$ cat src/hw/dummy_unused_none.sv
`timescale 1ns/1ps
`default_nettype none
`default_nettype wire

$ cat src/hw/tyag_pkg.sv
package tyag_pkg;

	// Register map, byte addresses on the slave port
	localparam int TYAG_ADDR_W = 12;
	localparam logic [11:0] TYAG_CTRL_ADDR = 12'h0108;
	localparam logic [11:0] TYAG_STATUS_ADDR = 12'h010c;

	// Control register fields and value after reset
	localparam int TYAG_SEND_BIT = 6;
	localparam int TYAG_SEL_LSB = 4;
	localparam logic [7:0] TYAG_CTRL_RESET = 8'h00;

	// Status register fields
	localparam int TYAG_ST_SENDING_BIT = 0;
	localparam int TYAG_ST_HOLDOFF_BIT = 1;
	localparam int TYAG_ST_CNT_LSB = 8;

	// Codeword framing on the 4 kbit/s data link
	localparam logic [7:0] TYAG_CW_COUNT = 8'hff;
	localparam logic [3:0] TYAG_CW_LAST_BIT = 4'hf;
	localparam logic [15:0] TYAG_PAT_T1 = 16'hff00;

	// Gap between two alarms, in its own unit and in clock cycles
	localparam int TYAG_HOLDOFF_MS = 1000;
	localparam int TYAG_CLK_KHZ = 250_000;
	localparam int TYAG_HOLDOFF_CYCLES = TYAG_HOLDOFF_MS * TYAG_CLK_KHZ;

	// Alarm format selector
	typedef enum logic [1:0] {
		TYAG_SEL_OFF = 2'b00,
		TYAG_SEL_T1 = 2'b01,
		TYAG_SEL_LEVEL = 2'b10,
		TYAG_SEL_J1 = 2'b11
	} tyag_sel_type;

	// Framing format of the transmit framer
	typedef enum logic [1:0] {
		TYAG_FRM_SF = 2'b00,
		TYAG_FRM_N = 2'b01,
		TYAG_FRM_ESF = 2'b10,
		TYAG_FRM_DDF = 2'b11
	} tyag_frm_type;

	// Codeword sequencer states, Gray along idle, send, hold
	typedef enum logic [1:0] {
		TYAG_ST_IDLE = 2'b00,
		TYAG_ST_SEND = 2'b01,
		TYAG_ST_HOLD = 2'b11
	} tyag_seq_state_type;

endpackage

$ cat src/hw/tyag_seq_if.sv
`timescale 1ns/1ps
`default_nettype none
interface tyag_seq_if;
	import tyag_pkg::*;

	// Controls from the register side
	tyag_sel_type sel;
	logic ctrl;
	logic esf;
	logic dl_strobe;
	// State of the codeword sequencer
	logic sending;
	logic holdoff;
	logic [3:0] bit_idx;
	logic dl_bit;
	logic [7:0] cw_cnt;

	modport ctl (output sel, ctrl, esf, dl_strobe,
		input sending, holdoff, bit_idx, dl_bit, cw_cnt);
	modport seq (input sel, ctrl, esf, dl_strobe,
		output sending, holdoff, bit_idx, dl_bit, cw_cnt);
endinterface
`default_nettype wire

$ cat src/hw/tyag_top.sv
`timescale 1ns/1ps
`default_nettype none
module tyag_top #(
	parameter int HOLDOFF_CYCLES = tyag_pkg::TYAG_HOLDOFF_CYCLES
) (
	// Clock and reset
	input wire logic mclk_i,
	input wire logic rstn_i,
	// Avalon-MM slave
	input wire logic [tyag_pkg::TYAG_ADDR_W-1:0] avs_address_i,
	input wire logic avs_read_i,
	input wire logic avs_write_i,
	input wire logic [31:0] avs_writedata_i,
	input wire logic [3:0] avs_byteenable_i,
	output logic [31:0] avs_readdata_o,
	output logic avs_waitrequest_o,
	// Transmit framer side
	input wire tyag_pkg::tyag_frm_type framing_mode_i,
	input wire logic dl_strobe_i,
	output logic bit2_force_o,
	output logic fs12_force_o,
	output logic ybit_force_o,
	output logic dl_override_o,
	output logic dl_bit_o
);
	import tyag_pkg::*;

	tyag_seq_if sq ();

	tyag_sel_type rai_format_select;
	logic alarm_send_control;
	logic req;
	logic [31:0] next_readdata;
	logic sf_or_n;

	tyag_rai_seq #(
		.HOLDOFF_CYCLES(HOLDOFF_CYCLES)
	) u_seq (
		.mclk_i(mclk_i),
		.rstn_i(rstn_i),
		.sq(sq)
	);

	// Controls handed to the sequencer
	assign sq.sel = rai_format_select;
	assign sq.ctrl = alarm_send_control;
	assign sq.esf = (framing_mode_i == TYAG_FRM_ESF);
	assign sq.dl_strobe = dl_strobe_i;
	assign sf_or_n = (framing_mode_i == TYAG_FRM_SF) || (framing_mode_i == TYAG_FRM_N);
	assign req = avs_read_i | avs_write_i;

	// Read mux; unmapped addresses read as zero
	always_comb
	begin
		next_readdata = 32'h0000_0000;
		case (avs_address_i)
			TYAG_CTRL_ADDR:
			begin
				next_readdata[TYAG_SEND_BIT] = alarm_send_control;
				next_readdata[TYAG_SEL_LSB +: 2] = rai_format_select;
			end
			TYAG_STATUS_ADDR:
			begin
				next_readdata[TYAG_ST_SENDING_BIT] = sq.sending;
				next_readdata[TYAG_ST_HOLDOFF_BIT] = sq.holdoff;
				next_readdata[TYAG_ST_CNT_LSB +: 8] = sq.cw_cnt;
			end
			default:
				next_readdata = 32'h0000_0000;
		endcase
	end

	// One wait cycle per access, so read data is a registered copy
	always_ff @(posedge mclk_i or negedge rstn_i)
	begin
		if (!rstn_i)
		begin
			avs_waitrequest_o <= 1'b1;
			avs_readdata_o <= 32'h0000_0000;
		end
		else if (req && avs_waitrequest_o)
		begin
			avs_waitrequest_o <= 1'b0;
			avs_readdata_o <= next_readdata;
		end
		else
			avs_waitrequest_o <= 1'b1;
	end

	// Control register write, committed on the edge after the wait ends, as waitrequest returns high
	always_ff @(posedge mclk_i or negedge rstn_i)
	begin
		if (!rstn_i)
		begin
			alarm_send_control <= TYAG_CTRL_RESET[TYAG_SEND_BIT];
			rai_format_select <= tyag_sel_type'(TYAG_CTRL_RESET[TYAG_SEL_LSB +: 2]);
		end
		else if (avs_write_i && !avs_waitrequest_o && avs_byteenable_i[0]
			&& avs_address_i == TYAG_CTRL_ADDR)
		begin
			alarm_send_control <= avs_writedata_i[TYAG_SEND_BIT];
			rai_format_select <= tyag_sel_type'(avs_writedata_i[TYAG_SEL_LSB +: 2]);
		end
	end

	// In-band alarm forces for SF, N and digital data framing
	always_ff @(posedge mclk_i or negedge rstn_i)
	begin
		if (!rstn_i)
		begin
			bit2_force_o <= 1'b0;
			fs12_force_o <= 1'b0;
			ybit_force_o <= 1'b0;
		end
		else
		begin
			// Selector zero never reaches any of these terms
			bit2_force_o <= alarm_send_control && sf_or_n
				&& (rai_format_select == TYAG_SEL_T1 || rai_format_select == TYAG_SEL_J1);
			fs12_force_o <= alarm_send_control && framing_mode_i == TYAG_FRM_SF
				&& rai_format_select == TYAG_SEL_LEVEL;
			ybit_force_o <= alarm_send_control && framing_mode_i == TYAG_FRM_DDF
				&& rai_format_select != TYAG_SEL_OFF;
		end
	end

	// Data link override; bit is registered, framer samples it at its strobe
	always_ff @(posedge mclk_i or negedge rstn_i)
	begin
		if (!rstn_i)
		begin
			dl_override_o <= 1'b0;
			dl_bit_o <= 1'b0;
		end
		else
		begin
			dl_override_o <= sq.sending;
			dl_bit_o <= sq.sending & sq.dl_bit;
		end
	end
endmodule // tyag_top
`default_nettype wire

$ cat src/hw/tyag_rai_seq.sv
`timescale 1ns/1ps
`default_nettype none
module tyag_rai_seq #(
	parameter int HOLDOFF_CYCLES = tyag_pkg::TYAG_HOLDOFF_CYCLES
) (
	// Clock and reset
	input wire logic mclk_i,
	input wire logic rstn_i,
	// Register side
	tyag_seq_if.seq sq
);
	import tyag_pkg::*;

	localparam int GAP_W = $clog2(HOLDOFF_CYCLES + 1);

	tyag_seq_state_type state;
	logic ctrl_q;
	logic pending;
	logic [7:0] cnt;
	logic [3:0] bit_idx;
	logic [GAP_W-1:0] gap;
	logic ctrl_rise;
	logic live;
	logic timed;
	logic run_ok;
	logic cw_done;
	logic end_cond;
	logic start;

	// Decodes shared by the state and the counters
	assign ctrl_rise = sq.ctrl & ~ctrl_q;
	assign timed = (sq.sel == TYAG_SEL_T1) || (sq.sel == TYAG_SEL_J1);
	assign run_ok = sq.esf && (sq.sel != TYAG_SEL_OFF);
	assign cw_done = (state == TYAG_ST_SEND) && live && sq.dl_strobe
		&& (bit_idx == TYAG_CW_LAST_BIT);
	// Timed formats stop only after the full count and a low control bit
	assign end_cond = cw_done && !sq.ctrl && (!timed || (cnt >= TYAG_CW_COUNT - 8'h01));
	assign start = run_ok && (timed ? (ctrl_rise || pending) : sq.ctrl);

	// Edge detector on the send control bit
	always_ff @(posedge mclk_i or negedge rstn_i)
	begin
		if (!rstn_i)
			ctrl_q <= 1'b0;
		else
			ctrl_q <= sq.ctrl;
	end

	// Sequencer state
	always_ff @(posedge mclk_i or negedge rstn_i)
	begin
		if (!rstn_i)
			state <= TYAG_ST_IDLE;
		else
			case (state)
				TYAG_ST_IDLE:
					if (start)
						state <= TYAG_ST_SEND;
				TYAG_ST_SEND:
					if (!run_ok)
						state <= TYAG_ST_IDLE;
					else if (end_cond)
						state <= timed ? TYAG_ST_HOLD : TYAG_ST_IDLE;
				TYAG_ST_HOLD:
					if (!run_ok || gap == '0)
						state <= TYAG_ST_IDLE;
				default:
					state <= TYAG_ST_IDLE;
			endcase
	end

	// Slots count only once the override is on the line, else the first bit is lost
	always_ff @(posedge mclk_i or negedge rstn_i)
	begin
		if (!rstn_i)
			live <= 1'b0;
		else
			live <= (state == TYAG_ST_SEND);
	end

	// Request seen during the gap; the set wins over the clear
	always_ff @(posedge mclk_i or negedge rstn_i)
	begin
		if (!rstn_i)
			pending <= 1'b0;
		else if (state == TYAG_ST_HOLD && ctrl_rise && run_ok)
			pending <= 1'b1;
		else if (!run_ok || (state == TYAG_ST_IDLE && start))
			pending <= 1'b0;
	end

	// Gap counter, loaded as the timed alarm ends
	always_ff @(posedge mclk_i or negedge rstn_i)
	begin
		if (!rstn_i)
			gap <= '0;
		else if (state == TYAG_ST_SEND && end_cond && timed)
			gap <= GAP_W'(HOLDOFF_CYCLES - 1);
		else if (state == TYAG_ST_HOLD && gap != '0)
			gap <= gap - GAP_W'(1);
	end

	// Codeword counter; a fresh pulse restarts the count
	always_ff @(posedge mclk_i or negedge rstn_i)
	begin
		if (!rstn_i)
			cnt <= 8'h00;
		else if (state != TYAG_ST_SEND)
			cnt <= 8'h00;
		else if (ctrl_rise)
			cnt <= 8'h00;
		else if (cw_done && cnt != TYAG_CW_COUNT)
			cnt <= cnt + 8'h01;
	end

	// Bit position inside the 16-bit codeword
	always_ff @(posedge mclk_i or negedge rstn_i)
	begin
		if (!rstn_i)
			bit_idx <= 4'h0;
		else if (state != TYAG_ST_SEND)
			bit_idx <= 4'h0;
		else if (sq.dl_strobe && live)
			bit_idx <= bit_idx + 4'h1;
	end

	// Codeword bits go out first bit first, ones half leading
	assign sq.dl_bit = (sq.sel == TYAG_SEL_J1) ? 1'b1 : TYAG_PAT_T1[4'hf - bit_idx];
	assign sq.sending = (state == TYAG_ST_SEND);
	assign sq.holdoff = (state == TYAG_ST_HOLD);
	assign sq.bit_idx = bit_idx;
	assign sq.cw_cnt = cnt;
endmodule // tyag_rai_seq
`default_nettype wire

$ cat config.mk
export PLATFORM = sky130hd
export DESIGN_NAME = tyag_top
export DESIGN_NICKNAME = d
export VERILOG_FILES = /design/src/hw/dummy_unused_none.sv /design/src/hw/tyag_pkg.sv /design/src/hw/tyag_seq_if.sv /design/src/hw/tyag_top.sv /design/src/hw/tyag_rai_seq.sv
export SDC_FILE = /design/constraint.sdc
export NUM_CORES = 1
export LEC_CHECK = 0
export ABC_AREA = 1
export BUFFER_PORTS_ARGS = -buffer_cell sky130_fd_sc_hd__clkbuf_2
export CAP_MARGIN = 20
export CORE_ASPECT_RATIO = 0.75
export CORE_MARGIN = 1
export CORE_UTILIZATION = 36
export CTS_BUF_LIST = sky130_fd_sc_hd__clkbuf_16
export DETAILED_ROUTE_END_ITERATION = 16
export MAX_ROUTING_LAYER = met4
export PLACE_DENSITY_LB_ADDON = 0.08
export SYNTH_ARGS = -nofsm -noshare
export SYNTH_HDL_FRONTEND = slang
export SYNTH_SLANG_ARGS = --single-unit
$ cat constraint.sdc
create_clock -name mclk_i -period 1.62 [get_ports mclk_i]
set_input_delay 0.405 -clock mclk_i [delete_from_list [all_inputs] [get_ports mclk_i]]
set_output_delay 0.405 -clock mclk_i [all_outputs]
set_load 0.02 [all_outputs]
==> out/qor.yml <==
status:
  status: "finished, violations left"
  violations: "negative setup slack"
synthesis:
  yosysMostFrequentCell: "nand2_1"
  synth_flop_cell: "dfrtp_1"
  synth_cells: 544
  ys_async_sr_fraction_pct: 100
  syn_area_per_cell_sq_um: 7.41
  ys_types: 37
  synth_top_area_cell: "dfrtp_1"
  mappedNetlistArea_sq_um: 4030
  ys_seq_elements: 66
  synth_area_leaders: "dfrtp_1 (40%), nand2_1 (13%), nor2_1 (7.3%)"
  synth_top_area_share_pct: 40.4
  yosysSeqAreaShare_pct: 41.0
  ys_warn_count: 0
  synth-edff-count: 0
  synth_common_cells: "nand2_1 (137), nor2_1 (78), dfrtp_1 (65), inv_1 (59), nand3_1 (54)"
hold_path:
  min_from: "framing_mode_i[0]"
  hold_path_end: "fs12_force_o"
  hold_class: "primary input to register"
  whs_path_depth: 2
clock_tree:
  cts_buffers: 9
  cts-htree-levels: 3
  cts_tree: "yes"
  root_buffer: "clkbuf_16"
  cts_buffer_depth: 2
  clkTransAtPathRegs_ns: 0.06
  clk_latency_ns: 0.34
  clkSinkCount: 66
drt:
  dr.pass1.iters: 6
  drc_errors: 0
  routedWlPerCell_um: 13.8
  vias: 3918
  viasPerCell: 4.74
  ant_nets: 0
  first_iter_violations: 267
  totalWireLength_um: 11400
global_route:
  grt_start_max_net_pins: 34
  grt_usage_pct: 22.1
  grt_overflow_total: 0
  grt_antenna_before_repair: 0
  grt_pass1_vias: 3673
  grt_pass1_wl_um: 18700
floorplan:
  std_cell_rows: 33
  fp.dieArea_sq_um: 11600
  coreArea_sq_um: 10900
  start_util_pct: 37.0
  pin_count: 93
  fp.dieW_um: 124
  die_h_um: 93.6
setup_path:
  worstPathRequired_ns: 1.85
  critical_path_arrival_ns: 1.91
  criticalPathCategory: "register to register"
  endpoint_kind: "register"
  critPathMaxFanout: 11
  crit_path_start_kind: "register"
  r2r_end: "u_seq.gap[22]"
  rrSetupSlack_ns: -0.06
  reg2reg_from: "u_seq.gap[9]"
  max_stage_delay_ns: 0.41
  r2r_cells: 9
  crit_slowest_cell: "dfrtp_1"
  cp_cell_sequence: "nor2_2 > nand2_2 > nor2_4 > nand2_4 > o21ai_4 > nand2_4 > buf_12 > nand2_2 > o21ai_2"
placed_design:
  dpl-instance-area_sq_um: 4990
  dp_slack_ns: -0.143
  gp_congestion: 0.857
  numPortBuffers: 41
  detailed_place_hpwl_um: 8470
layout:
  syn2layout_area_growth_pct: 38.5
  diodes: 0
  drive_gt1_share_pct: 32.6
  final_area_sq_um: 5580
  fin_nets: 742
sta:
  fin_crit_ns: 1.68
  finalHoldViolations: 0
  finalSetupTns_ns: -0.696
  holdWs_ns: 0.269
  finClkSkew_ns: 0.00784
  worst_slack_ns: -0.0640
  rsz0062_at_grt: "true"
  finalSetupViolations: 20
  fmaxAchievable_mhz: 594
  period_share_pct: 104
  drv_slew: 0
power:
  vdd_drop_max_v: 0.000540
  p_per_area_nw_per_um2: 704
  cellLeakagePower_nw: 2.69
flow_run:
  max_cap_violations: 0
worst max-delay path by stage:
stage	startpoint	end	slack, ns	cells after the start
finish	u_seq.gap[9]	u_seq.gap[22]	-0.06	9
global route	u_seq.sq.cw_cnt[0]	u_seq.gap[26]	-0.13	11
floorplan	u_seq.gap[0]	u_seq.gap[22]	0.02	10
CTS	u_seq.gap[1]	u_seq.gap[9]	-0.04	10
global placement	u_seq.gap[0]	u_seq.gap[6]	-0.12	10
detailed placement	u_seq.gap[0]	u_seq.gap[15]	-0.14	10
sequential cells by signal (all words and copies together), names as in the netlist:
| name | count |
|---|---|
| u_seq.state | 2 |
| u_seq.ctrl_q | 1 |
| fs12_force_o | 1 |
| bit2_force_o | 1 |
| u_seq.gap | 28 |
| u_seq.sq.bit_idx | 4 |
| u_seq.pending | 1 |
| dl_bit_o | 1 |
| alarm_send_control | 1 |
| rai_format_select | 2 |
| u_seq.sq.cw_cnt | 8 |
| u_seq.live | 1 |
| avs_waitrequest_o | 1 |
| ybit_force_o | 1 |
| avs_readdata_o | 13 |
final cells by class:
type,count,area [sq um]
fillers,1078,5320
repair buffers,139,1050
multi-input cells,406,2170
inverters,60,225
clock inverters,7,80.1
flip-flops and latches,66,1650
well taps,140,175
clock buffers,9,225
kinds of logic after synthesis:
| logic type | after synthesis | synth area share, % |
|---|---|---|
| adder cells (fa/ha/maj) | 5 | 1.55 |
| AND/OR/NAND/NOR | 318 | 35.1 |
| AO/OA/AOI/OAI | 57 | 9.41 |
| flip-flops | 66 | 41.0 |
| XOR/XNOR | 7 | 1.52 |
| other | 1 | 0.0930 |
| buffers and inverters | 90 | 11.4 |
worst max-delay path, delay by kind of cell (launching register included):
family	cells	cell delay (ns)
AOI/OAI and AO/OA	2	0.30
buffers and inverters	1	0.17
DFF	1	0.41
and+or+nand+nor	6	0.68
cell usage in the layout, fill, tap and decap left out, drive strengths merged, types with 19 or more instances in the layout:
cell,count
dfrtp,65
inv,62
o21ai,38
buf,98
nor2,86
clkbuf,49
conb,19
nand4,19
nand2,144
nand3,55
power by group:
part	total, mW	leakage (nW)	switching (mW)	internal (mW)
logic	0.210	1.70	0.144	0.0660
clock network	2.05	0.161	0.732	1.32
registers	1.66	0.829	0.00471	1.66
stage by stage:
stage                     power [mW]  cells  util, %
after floorplan                 1.82    562        -
after global placement          1.90    804     45.8
after detailed placement        1.90    804     45.8
after CTS                       3.97    826     49.9
after global routing            4.08    827     51.2
final                           3.93    827     51.2
routing by layer:
| layer | global-route usage [%] | vias to the layer above | wire length, um |
|---|---|---|---|
| li1 | - | 2020 | - |
| met1 | 34.0 | 1785 | 6180 |
| met2 | 28.4 | 98 | 4470 |
| met3 | 4.82 | 15 | 602 |
| met4 | 5.56 | 0 | 126 |
| met5 | - | - | 0 |
what timing repair did:
item                                    4_1_cts  5_1_grt
endpoints found under the hold margin        11        0
buffers inserted                              5        1
cloned                                        1        0
endpoints found under the setup margin       36       37
pin swaps                                     6       11
hold buffers                                  1        0
gates resized for setup                      24       41
(Power assumes the default switching activity.)
